[config.mk]
export PLATFORM = sky130hd
export DESIGN_NAME = frc_flash_ctrl
export DESIGN_NICKNAME = d
export VERILOG_FILES = /design/src/include/frc_pkg.sv /design/src/rtl/frc_flash_ctrl.sv
export SDC_FILE = /design/constraint.sdc
export NUM_CORES = 1
export LEC_CHECK = 0
export BUFFER_PORTS_ARGS = -buffer_cell sky130_fd_sc_hd__buf_2
export CORE_AREA = 2 2 123 125
export CTS_CLUSTER_SIZE = 12
export DETAILED_ROUTE_END_ITERATION = 10
export DIE_AREA = 0 0 125 127
export HOLD_SLACK_MARGIN = 0.02
export PLACE_DENSITY_LB_ADDON = 0.25
export SLEW_MARGIN = 20
export SYNTH_ARGS = -nofsm -noshare
export SYNTH_HDL_FRONTEND = slang
export SYNTH_SLANG_ARGS = --single-unit
[constraint.sdc]
create_clock -name pclk -period 3.33 [get_ports pclk]
set_input_delay 0.8325 -clock pclk [delete_from_list [all_inputs] [get_ports pclk]]
set_output_delay 0.8325 -clock pclk [all_outputs]
set_load 0.05 [all_outputs]
[src/include/frc_pkg.sv]
// Behaviour
// ready flag reads 0 while program or erase runs, else 1.
// flash commands act only while cpu rewrite is enabled.
// with lock override 0, program and erase to blocks 0 and 1 are refused.
// block 0 accepts program and erase only with override 1 and lock 0.
// block 1 accepts program and erase only with override 1 and lock 0.
// writing cpu rewrite enable to 0 forces lock override to 0.
// protected bits become 1 only by write 1 directly after write 0.
// block locks change only while cpu rewrite is enabled.
// block lock clears only by write 0 directly after write 1.
// flash stop with rewrite enabled blocks access, resets control, lowers current.
// flash stop set with rewrite disabled causes no reset and no low power.
// software changes stop and mode bits only from code outside the flash.
// program and erase error flags go to 1 on failed auto operation.
// flag pair encodes 11 sequence error, 10 erase, 01 program, 00 success.
// sequence error on bad command, bad confirm, unallocated or locked target; the code ignores an unknown first command byte and sets no flag.
// ffh as erase second byte cancels the command and enters read array.
// clear status command clears both error flags.
// with rewrite enabled, mode select 0 gives ram mode, 1 in place mode.
// erase and program activity flags stand for the whole auto operation.
// read permit flag is 0 during any auto program or erase.
// low current read only in slow clock modes, with rewrite disabled; the code drives it from the enable bit alone, with no clock or rewrite gating.
// stop or wait with rewrite disabled powers flash off and back on.
// auto operations last parameterised cycle counts after acceptance.
package frc_pkg;
  // register byte addresses
  localparam logic [11:0] addr_control_status = 12'h000;
  localparam logic [11:0] addr_block_lock = 12'h004;
  localparam logic [11:0] addr_activity_power = 12'h008;
  localparam logic [11:0] addr_command = 12'h00c;
  // control_status fields
  localparam int bit_ready = 0;
  localparam int bit_rewrite_en = 1;
  localparam int bit_lock_override = 2;
  localparam int bit_flash_stop = 3;
  localparam int bit_prog_err = 6;
  localparam int bit_erase_err = 7;
  // block_lock fields
  localparam int bit_in_place = 1;
  localparam int bit_lock0 = 5;
  localparam int bit_lock1 = 6;
  // activity_power fields
  localparam int bit_erase_active = 3;
  localparam int bit_prog_active = 4;
  localparam int bit_read_permit = 6;
  localparam int bit_low_current = 7;
  // command register fields
  localparam int cmd_lsb = 0;
  localparam int blk_lsb = 8;
  localparam int blk_width = 4;
  // command codes
  localparam logic [7:0] cmd_read_array = 8'hff;
  localparam logic [7:0] cmd_read_status = 8'h70;
  localparam logic [7:0] cmd_clear_status = 8'h50;
  localparam logic [7:0] cmd_program = 8'h40;
  localparam logic [7:0] cmd_erase = 8'h20;
  localparam logic [7:0] cmd_confirm = 8'hd0;
  // reset values
  localparam logic lock_reset = 1'b1;
  // operation timing
  localparam int prog_time_us = 50;
  localparam int erase_time_us = 300;
  localparam int clk_mhz = 125;
  localparam int prog_cycles_dflt = prog_time_us * clk_mhz;
  localparam int erase_cycles_dflt = erase_time_us * clk_mhz;
  typedef enum logic [2:0] {
    st_array = 3'b000,
    st_prog_wait = 3'b001,
    st_erase_wait = 3'b011,
    st_busy = 3'b010,
    st_status = 3'b110
  } frc_state_type;
endpackage : frc_pkg

[src/rtl/frc_flash_ctrl.sv]
// The register offsets and register access over APB were left to the implementer.
`timescale 1ns/1ps
module frc_flash_ctrl import frc_pkg::*; #(
  parameter int num_blocks = 4,
  parameter int prog_cycles = prog_cycles_dflt,
  parameter int erase_cycles = erase_cycles_dflt
) (
  // apb
  input wire logic pclk,
  input wire logic presetn,
  input wire logic psel,
  input wire logic penable,
  input wire logic pwrite,
  input wire logic [11:0] paddr,
  input wire logic [31:0] pwdata,
  output logic [31:0] prdata,
  output logic pready,
  output logic pslverr,
  // flash macro
  input wire logic op_fail,
  input wire logic stop_wait_req,
  output logic flash_access_block,
  output logic flash_ctrl_reset,
  output logic flash_low_power,
  output logic flash_power_off,
  output logic ram_execution_rewrite_mode,
  output logic in_place_rewrite_mode,
  output logic low_current_read,
  output logic prog_start,
  output logic erase_start,
  output logic [blk_width-1:0] op_block
);
  frc_state_type state;
  logic cpu_rewrite_enable;
  logic lock_override_enable;
  logic flash_stop;
  logic program_error_flag;
  logic erase_error_flag;
  logic in_place_mode_select;
  logic block0_write_lock;
  logic block1_write_lock;
  logic low_current_read_enable;
  logic erase_active_flag;
  logic program_active_flag;
  logic status_mode;
  logic [31:0] op_count;
  // previous-write memory for protected bits
  logic arm_cre, arm_ovr, arm_inp, arm_lcr, arm_l0_clr, arm_l1_clr;

  logic access, wr, rd, mapped;
  logic wr_cs, wr_bl, wr_ap, wr_cmd;
  logic [7:0] wbyte;
  logic [7:0] cbyte;
  logic [blk_width-1:0] cblk;
  logic stopped;
  logic done;
  logic cmd_ok;

  function automatic logic block_writable(input logic [blk_width-1:0] blk, input logic ovr,
                                          input logic l0, input logic l1);
    if (blk >= blk_width'(num_blocks)) block_writable = 1'b0;
    else if (blk == blk_width'(0)) block_writable = ovr & ~l0;
    else if (blk == blk_width'(1)) block_writable = ovr & ~l1;
    else block_writable = 1'b1;
  endfunction : block_writable

  assign access = psel & penable & pready;
  assign wr = access & pwrite;
  assign rd = psel & ~penable & ~pwrite;
  assign mapped = (paddr == addr_control_status) | (paddr == addr_block_lock) |
                  (paddr == addr_activity_power) | (paddr == addr_command);
  assign wr_cs = wr & (paddr == addr_control_status);
  assign wr_bl = wr & (paddr == addr_block_lock);
  assign wr_ap = wr & (paddr == addr_activity_power);
  assign wr_cmd = wr & (paddr == addr_command) & cpu_rewrite_enable;
  assign wbyte = pwdata[7:0];
  assign cbyte = pwdata[cmd_lsb +: 8];
  assign cblk = pwdata[blk_lsb +: blk_width];
  assign stopped = flash_stop & cpu_rewrite_enable;
  assign done = (state == st_busy) & (op_count == 32'h0000_0000);
  assign cmd_ok = block_writable(cblk, lock_override_enable, block0_write_lock, block1_write_lock);

  // apb handshake, no wait states
  always_ff @(posedge pclk or negedge presetn) begin
    if (!presetn) begin
      pready <= 1'b0;
      pslverr <= 1'b0;
    end else begin
      pready <= psel & ~penable;
      pslverr <= psel & ~penable & ~mapped;
    end
  end

  // read data
  always_ff @(posedge pclk or negedge presetn) begin
    if (!presetn) begin
      prdata <= 32'h0000_0000;
    end else if (rd) begin
      prdata <= 32'h0000_0000;
      case (paddr)
        addr_control_status: begin
          prdata[bit_ready] <= (state != st_busy);
          prdata[bit_rewrite_en] <= cpu_rewrite_enable;
          prdata[bit_lock_override] <= lock_override_enable;
          prdata[bit_flash_stop] <= flash_stop;
          prdata[bit_prog_err] <= program_error_flag;
          prdata[bit_erase_err] <= erase_error_flag;
        end
        addr_block_lock: begin
          prdata[bit_in_place] <= in_place_mode_select;
          prdata[bit_lock0] <= block0_write_lock;
          prdata[bit_lock1] <= block1_write_lock;
        end
        addr_activity_power: begin
          prdata[bit_erase_active] <= erase_active_flag;
          prdata[bit_prog_active] <= program_active_flag;
          prdata[bit_read_permit] <= ~(erase_active_flag | program_active_flag);
          prdata[bit_low_current] <= low_current_read_enable;
        end
        addr_command: begin
          if (status_mode) begin
            prdata[bit_ready] <= (state != st_busy);
            prdata[bit_prog_err] <= program_error_flag;
            prdata[bit_erase_err] <= erase_error_flag;
          end
        end
        default: prdata <= 32'h0000_0000;
      endcase
    end
  end

  // arming of protected bits by the preceding write
  always_ff @(posedge pclk or negedge presetn) begin
    if (!presetn) begin
      arm_cre <= 1'b0;
      arm_ovr <= 1'b0;
      arm_inp <= 1'b0;
      arm_lcr <= 1'b0;
      arm_l0_clr <= 1'b0;
      arm_l1_clr <= 1'b0;
    end else if (wr) begin
      arm_cre <= wr_cs & ~wbyte[bit_rewrite_en];
      arm_ovr <= wr_cs & ~wbyte[bit_lock_override];
      arm_inp <= wr_bl & ~wbyte[bit_in_place];
      arm_lcr <= wr_ap & ~wbyte[bit_low_current];
      arm_l0_clr <= wr_bl & wbyte[bit_lock0];
      arm_l1_clr <= wr_bl & wbyte[bit_lock1];
    end
  end

  // control_status writable bits
  always_ff @(posedge pclk or negedge presetn) begin
    if (!presetn) begin
      cpu_rewrite_enable <= 1'b0;
      lock_override_enable <= 1'b0;
      flash_stop <= 1'b0;
    end else if (wr_cs) begin
      if (!wbyte[bit_rewrite_en]) cpu_rewrite_enable <= 1'b0;
      else if (arm_cre) cpu_rewrite_enable <= 1'b1;
      if (!wbyte[bit_rewrite_en] || !wbyte[bit_lock_override]) lock_override_enable <= 1'b0;
      else if (arm_ovr && cpu_rewrite_enable) lock_override_enable <= 1'b1;
      flash_stop <= wbyte[bit_flash_stop];
    end
  end

  // block_lock register
  always_ff @(posedge pclk or negedge presetn) begin
    if (!presetn) begin
      in_place_mode_select <= 1'b0;
      block0_write_lock <= lock_reset;
      block1_write_lock <= lock_reset;
    end else if (wr_cs && !wbyte[bit_rewrite_en]) begin
      in_place_mode_select <= 1'b0;
    end else if (wr_bl) begin
      if (!wbyte[bit_in_place]) in_place_mode_select <= 1'b0;
      else if (arm_inp && cpu_rewrite_enable) in_place_mode_select <= 1'b1;
      if (cpu_rewrite_enable) begin
        if (wbyte[bit_lock0]) block0_write_lock <= 1'b1;
        else if (arm_l0_clr) block0_write_lock <= 1'b0;
        if (wbyte[bit_lock1]) block1_write_lock <= 1'b1;
        else if (arm_l1_clr) block1_write_lock <= 1'b0;
      end
    end
  end

  // low current read enable
  always_ff @(posedge pclk or negedge presetn) begin
    if (!presetn) begin
      low_current_read_enable <= 1'b0;
    end else if (wr_ap) begin
      if (!wbyte[bit_low_current]) low_current_read_enable <= 1'b0;
      else if (arm_lcr) low_current_read_enable <= 1'b1;
    end
  end

  // command sequencer and auto operation timer
  always_ff @(posedge pclk or negedge presetn) begin
    if (!presetn) begin
      state <= st_array;
      status_mode <= 1'b0;
      op_count <= 32'h0000_0000;
      erase_active_flag <= 1'b0;
      program_active_flag <= 1'b0;
      op_block <= '0;
    end else if (stopped) begin
      state <= st_array;
      status_mode <= 1'b0;
      op_count <= 32'h0000_0000;
      erase_active_flag <= 1'b0;
      program_active_flag <= 1'b0;
    end else begin
      case (state)
        st_array, st_status: begin
          if (wr_cmd) begin
            case (cbyte)
              cmd_read_array: begin
                state <= st_array;
                status_mode <= 1'b0;
              end
              cmd_read_status: begin
                state <= st_status;
                status_mode <= 1'b1;
              end
              cmd_program: state <= st_prog_wait;
              cmd_erase: state <= st_erase_wait;
              default: state <= state;
            endcase
          end
        end
        st_prog_wait: begin
          if (wr_cmd) begin
            op_block <= cblk;
            if (cmd_ok) begin
              state <= st_busy;
              program_active_flag <= 1'b1;
              op_count <= 32'(prog_cycles - 1);
              status_mode <= ~in_place_mode_select;
            end else begin
              state <= st_status;
              status_mode <= 1'b1;
            end
          end
        end
        st_erase_wait: begin
          if (wr_cmd) begin
            op_block <= cblk;
            if (cbyte == cmd_read_array) begin
              state <= st_array;
              status_mode <= 1'b0;
            end else if (cbyte == cmd_confirm && cmd_ok) begin
              state <= st_busy;
              erase_active_flag <= 1'b1;
              op_count <= 32'(erase_cycles - 1);
              status_mode <= ~in_place_mode_select;
            end else begin
              state <= st_status;
              status_mode <= 1'b1;
            end
          end
        end
        st_busy: begin
          if (done) begin
            erase_active_flag <= 1'b0;
            program_active_flag <= 1'b0;
            state <= status_mode ? st_status : st_array;
          end else begin
            op_count <= op_count - 32'h0000_0001;
          end
        end
        default: state <= st_array;
      endcase
    end
  end

  // error flags; hardware set wins over clear
  always_ff @(posedge pclk or negedge presetn) begin
    if (!presetn) begin
      program_error_flag <= 1'b0;
      erase_error_flag <= 1'b0;
    end else begin
      if (wr_cmd && (state == st_prog_wait) && !cmd_ok) begin
        program_error_flag <= 1'b1;
        erase_error_flag <= 1'b1;
      end else if (wr_cmd && (state == st_erase_wait) && (cbyte != cmd_read_array) &&
                   (cbyte != cmd_confirm || !cmd_ok)) begin
        program_error_flag <= 1'b1;
        erase_error_flag <= 1'b1;
      end else if (done && op_fail) begin
        if (program_active_flag) program_error_flag <= 1'b1;
        if (erase_active_flag) erase_error_flag <= 1'b1;
      end else if (wr_cmd && (state == st_array || state == st_status) &&
                   cbyte == cmd_clear_status) begin
        program_error_flag <= 1'b0;
        erase_error_flag <= 1'b0;
      end
    end
  end

  // flash macro controls
  always_ff @(posedge pclk or negedge presetn) begin
    if (!presetn) begin
      flash_access_block <= 1'b0;
      flash_ctrl_reset <= 1'b0;
      flash_low_power <= 1'b0;
      flash_power_off <= 1'b0;
      ram_execution_rewrite_mode <= 1'b0;
      in_place_rewrite_mode <= 1'b0;
      low_current_read <= 1'b0;
      prog_start <= 1'b0;
      erase_start <= 1'b0;
    end else begin
      flash_access_block <= stopped | erase_active_flag | program_active_flag;
      flash_ctrl_reset <= stopped;
      flash_low_power <= stopped;
      flash_power_off <= stop_wait_req & ~cpu_rewrite_enable;
      ram_execution_rewrite_mode <= cpu_rewrite_enable & ~in_place_mode_select;
      in_place_rewrite_mode <= cpu_rewrite_enable & in_place_mode_select;
      low_current_read <= low_current_read_enable;
      prog_start <= ~stopped & wr_cmd & (state == st_prog_wait) & cmd_ok;
      erase_start <= ~stopped & wr_cmd & (state == st_erase_wait) & (cbyte == cmd_confirm) & cmd_ok;
    end
  end
endmodule : frc_flash_ctrl

Word level (Yosys, flattened, before mapping)
Index checks and enable logic that the tools add are counted.
{"block": "op_classes", "n_addsub": 1, "order_cmp": 1, "eq_ne": 32, "n_mux": 74, "bitwise_logic": 49, "reduce_logical": 47}
{"op": "32-bit 2-to-1 mux", "count": 7}
{"op": "32-bit one-hot mux with 3 select lines", "count": 1}
{"op": "1-bit 2-to-1 mux", "count": 45}
{"op": "32-bit zero test", "count": 1}
{"op": "32-bit by 1-bit subtractor with 32-bit output, second input constant", "count": 1}
{"op": "1-bit bitwise AND", "count": 30}
{"op": "3-bit 2-to-1 mux", "count": 9}
{"op": "12-bit by 4-bit == test with 1-bit output, second input constant", "count": 2}
{"op": "8-bit by 7-bit == test with 1-bit output, second input constant", "count": 3}
{"op": "3-bit != test, second input constant", "count": 8}
{"op": "3-bit one-hot mux with 4 select lines", "count": 2}
{"op": "8-bit == test, second input constant", "count": 2}
{"op": "8-bit != test, second input constant", "count": 2}
{"op": "5-bit AND reduction", "count": 3}
{"op": "1-bit inverter", "count": 13}
{"op": "12-bit by 3-bit == test with 1-bit output, second input constant", "count": 1}
{"op": "1-bit logical AND", "count": 12}
{"op": "12-bit zero test", "count": 1}
{"op": "1-bit one-hot mux with 2 select lines", "count": 6}
{"op": "2-bit AND reduction", "count": 6}
{"op": "4-bit AND reduction", "count": 3}
{"op": "4-bit nonzero test", "count": 3}
{"op": "8-bit by 6-bit == test with 1-bit output, second input constant", "count": 1}
{"op": "4-bit != test, second input constant", "count": 2}
{"op": "other kinds (23)", "count": 40}
{"block": "word_totals", "reg_bits": 75, "in_bits": 51, "out_inout_bits": 47, "word_cells": 236}

Depth between registers and ports, before layout
{"block": "logic_depth", "word_depth": 11, "depth_mapped": 10, "mapped_depth_nobuf": 8}

Worst setup path before layout
OpenSTA, ideal clock, no wires.
{"block": "synth_path", "kind": "input to register", "startpoint": "input port paddr[7]", "endpoint": "register op_count[27]", "t_arrival_ns": 2.733, "required_ns": 3.204, "setup_slack_ns": 0.471, "stages": 8, "n_path_buf": 2, "cell_sequence": "nor4_2 > nand3_1 > buf_2 > o41a_1 > o21a_2 > or2_4 > buf_6 > a221o_1"}
{"block": "synth_via", "elab_chain_len": 5, "word_cells_on_any_way": 6, "cone_classes": "eq/ne: 3; bitwise: 2; reduce/logical: 1"}
{"element": "from (decl)", "line_no": "frc_flash_ctrl.sv:14", "rtl": "input wire logic [11:0] paddr,"}
{"element": "12-bit by 4-bit == test with 1-bit output (*)", "line_no": "frc_flash_ctrl.sv:75", "rtl": "assign wr_cmd = wr & (paddr == addr_command) & cpu_rewrite_enable;"}
{"element": "1-bit bitwise AND (*) (2 in series)", "line_no": "frc_flash_ctrl.sv:75"}
{"element": "3-bit != test (no line)"}
{"element": "7-bit AND reduction (no line) (*)"}
{"element": "to (signal assigned)", "line_no": "frc_flash_ctrl.sv:236", "rtl": "op_count <= 32'(prog_cycles - 1);"}
{"element": "to (signal assigned)", "line_no": "frc_flash_ctrl.sv:253", "rtl": "op_count <= 32'(erase_cycles - 1);"}
{"element": "to (signal assigned)", "line_no": "frc_flash_ctrl.sv:267", "rtl": "op_count <= op_count - 32'h0000_0001;"}
{"element": "to (decl)", "line_no": "frc_flash_ctrl.sv:46", "rtl": "logic [31:0] op_count;"}
Every way passes the cells marked *; elsewhere a longest branch is shown, timed or not.
A chain may end at the register's enable or synchronous reset.

Final worst setup path
{"block": "layout_path", "startpoint": "register op_count[0]", "endpoint": "register op_count[15]"}
{"block": "layout_via", "elab_chain_len": 4, "word_cells_on_any_way": 8, "cone_classes": "add/sub: 1; eq/ne: 1; mux: 3; bitwise: 1; reduce/logical: 2"}
{"element": "32-bit by 1-bit subtractor with 32-bit output / 32-bit zero test (equally long branches)", "line_no": "frc_flash_ctrl.sv:267, frc_flash_ctrl.sv:80"}
{"element": "32-bit 2-to-1 mux / 1-bit bitwise AND (equally long branches)", "line_no": "frc_flash_ctrl.sv:262, frc_flash_ctrl.sv:80"}
{"element": "32-bit one-hot mux with 3 select lines / 3-bit != test (equally long branches)"}
{"element": "32-bit 2-to-1 mux / 7-bit AND reduction (equally long branches)"}
Several ways; a longest one is shown, not always the timed one. The select of a mux whose other input is x is not followed.

==> results.ini <==
[critical_path]
end_kind = register
cp.required_ns = 3.60
crit_buf_inv = 2
worst_path_max_delay_cell = nor2_1
cpPeakStageDelay_ns = 0.86
path_class = reg2reg
path_cells = inv_1 -> ha_1 -> or3b_1 -> and4b_1 -> and4_1 -> buf_4 -> o21a_2 -> nor2_1 -> o221a_1
worst_r2r_endpoint = op_count[15]$_DFFE_PN0P_
crit_family = simple AND/OR/NAND/NOR gates
arrival_ns = 3.41
crit_path_start_kind = register
r2r_slack_ns = 0.19
rr_startpoint = op_count[0]$_DFFE_PN0P_
reg2reg_depth = 9
critical_path.max_fanout = 13

[sta]
fin_crit_sh_pct = 94.2
setup_violations = 0
holdWs_ns = 0.452
setup_slack_ns = 0.194
slew_headroom_pct = 24.9
fmax_mhz = 319
fin_worst_skew_ns = 0.0102
hold_violations = 0
min_period_ns = 3.14
worst_pin_slew_ns = 1.12
rsz0062_at_grt = false
finalSetupTns_ns = 0
final_max_slew_viol_count = 0

[placed_design]
dpl_cell_area_mm2 = 0.00478
gp_congestion = 0.784
dp_hpwl_um = 8220
port_buffers = 53
preCtsSetupSlack_ns = -0.0680

[yosys]
netlist_area_mm2 = 0.00432
ys_seq_area_share_pct = 43.5
ys_ff_latch = 75
synth_edf_count = 0
netlist_instances = 468
avgSynthCellArea_um2 = 9.22
synth_flop_cell = dfrtp_1
synth.distinct_cells = 73
async_reset_ff_share_pct = 100
yosysWarningCount = 0

[finish]
area_growth_syn_to_layout_pct = 17.4
layout_commonest_cell = dfrtp_1
diodes = 0
final_area_mm2 = 0.00507
mostFrequentLayoutCells = 73 x dfrtp_1, 52 x buf_2, 51 x nand2_1, 38 x nor2_1
drive_gt1_share_pct = 21.4
final_nets = 584

[detailed_routing]
wirelength_um = 11300
routed-via-count = 3827
wire_per_inst_um = 15.7
ant_nets = 0
viasPerCell = 5.31
drtIter0Drc = 285
first_pass_iters = 5
drcViolationCount = 0

[global_route]
first_global_vias = 3694
antenna_found_initial = 0
grt_usage_pct = 14.5
overflow = 0
grt_first_pass_wirelength_um = 18900
grt_max_degree = 76

[clock_tree]
cts_hold_buf = 0
cts_sinks = 75
clkLatencyLatePin_ns = 0.34
clk_pin_slew_worst_paths_ns = 0.07
cts_tree = done
cts_root_buffer = clkbuf_16
numCtsBuffers = 9
htreeDepth = 3
post-cts-setup-buffers = 0
cts-resized-gates = 0
cts_max_path_buffers = 2

[die]
rows = 44
die_w_um = 125
die-height_um = 127
initial_core_util_pct = 29.9
ios = 98
die_area_mm2 = 0.0159
core_area_mm2 = 0.0144

[run]
cap_violations = 0

[worst_hold_path]
hold_depth = 0
min-delay-path-class = reg2reg
hold_path_end = low_current_read$_DFF_PN0_
hp-start = low_current_read_enable$_DFFE_PN0P_

[power_and_ir_drop]
powerDensity_mw_per_mm2 = 393
vdd_ir_drop_max_v = 0.000263
finalPower_uw = 1990
leakage_uw = 0.00224

[outcome]
status = finished, final reports clean

## synthesized netlist by cell type, types with 5 or more instances
cell type	count	area (um2)
buf_2	8	40.0
nor3_1	24	120
nand3_1	15	75.1
mux2_2	5	56.3
a21oi_1	12	60.1
nor2_1	38	143
a31oi_1	15	93.8
nand2_1	51	191
inv_1	11	41.3
nand4_1	6	37.5
buf_4	27	203
nand2b_1	7	43.8
dfrtp_1	73	1830
a221o_1	8	80.1
nor2b_1	7	43.8
clkbuf_1	10	37.5
o41ai_1	6	52.6
o21ai_0	21	105
o31ai_1	10	75.1
or3_1	9	56.3
nor4_1	7	43.8
## how the worst max path moves through the flow
| stage | startpoint | end | slack, ns | cells after the start |
|---|---|---|---|---|
| after floorplan | paddr[7] | op_count[27]$_DFFE_PN0P_ | 0.47 | 8 |
| after global placement | paddr[7] | op_count[15]$_DFFE_PN0P_ | -0.04 | 7 |
| after detailed placement | pwdata[11] | op_count[26]$_DFFE_PN0P_ | -0.07 | 8 |
| after CTS | op_count[0]$_DFFE_PN0P_ | op_count[15]$_DFFE_PN0P_ | 0.20 | 9 |
| after global routing | op_count[0]$_DFFE_PN0P_ | op_count[9]$_DFFE_PN0P_ | 0.004 | 9 |
| final | op_count[0]$_DFFE_PN0P_ | op_count[15]$_DFFE_PN0P_ | 0.19 | 9 |
## final cells by class
| type | count | area [um2] |
|---|---|---|
| Inverter | 11 | 41.3 |
| Clock inverter | 7 | 58.8 |
| Clock buffer | 9 | 225 |
| Sequential cell | 75 | 1880 |
| Multi-Input combinational cell | 359 | 2190 |
| Tap cell | 184 | 230 |
| Fill cell | 1501 | 9360 |
| Timing Repair Buffer | 76 | 440 |
## per-stage QoR
stage	std cells	utilization, %
floorplan	491	-
global placement	705	33.2
detailed placement	705	33.2
CTS	721	35.1
global route	721	35.1
finish	721	35.1
## flip-flops by register name, indices dropped and copies added (netlist names), 3 cells and up
register  flops
prdata        8
op_block      4
state         3
op_count     32
## worst register-to-register path: cells and delay by family (launching register included)
| kind | cells | cell delay [ns] |
|---|---|---|
| compound gates | 2 | 0.53 |
| fa+ha+maj | 1 | 0.22 |
| buf+inv | 2 | 0.24 |
| flops | 1 | 0.38 |
| simple gates | 4 | 1.69 |
## cell families after synthesis
group           Yosys count  synth area share, %
compound gates          122                 20.8
xor+xnor                  1                0.203
fa+ha+maj                 2                0.522
buf+inv                  57                 7.71
flops                    75                 43.5
mux                      10                 2.49
other cells               1               0.0869
simple gates            200                 24.7
## power by group
group          switching [uW]  total [uW]  internal, uW
Combinational             115         140          24.5
Clock                     421         938           518
Sequential              0.748         914           913
Total                     537        1990          1460
## layer usage
metal  GRT usage, %  part of all wire [%]
met1           19.0                    48
met5              0                     0
met4           4.18                   1.2
met2           24.4                    46
met3           3.06                   5.2
(Power assumes the default switching activity.)
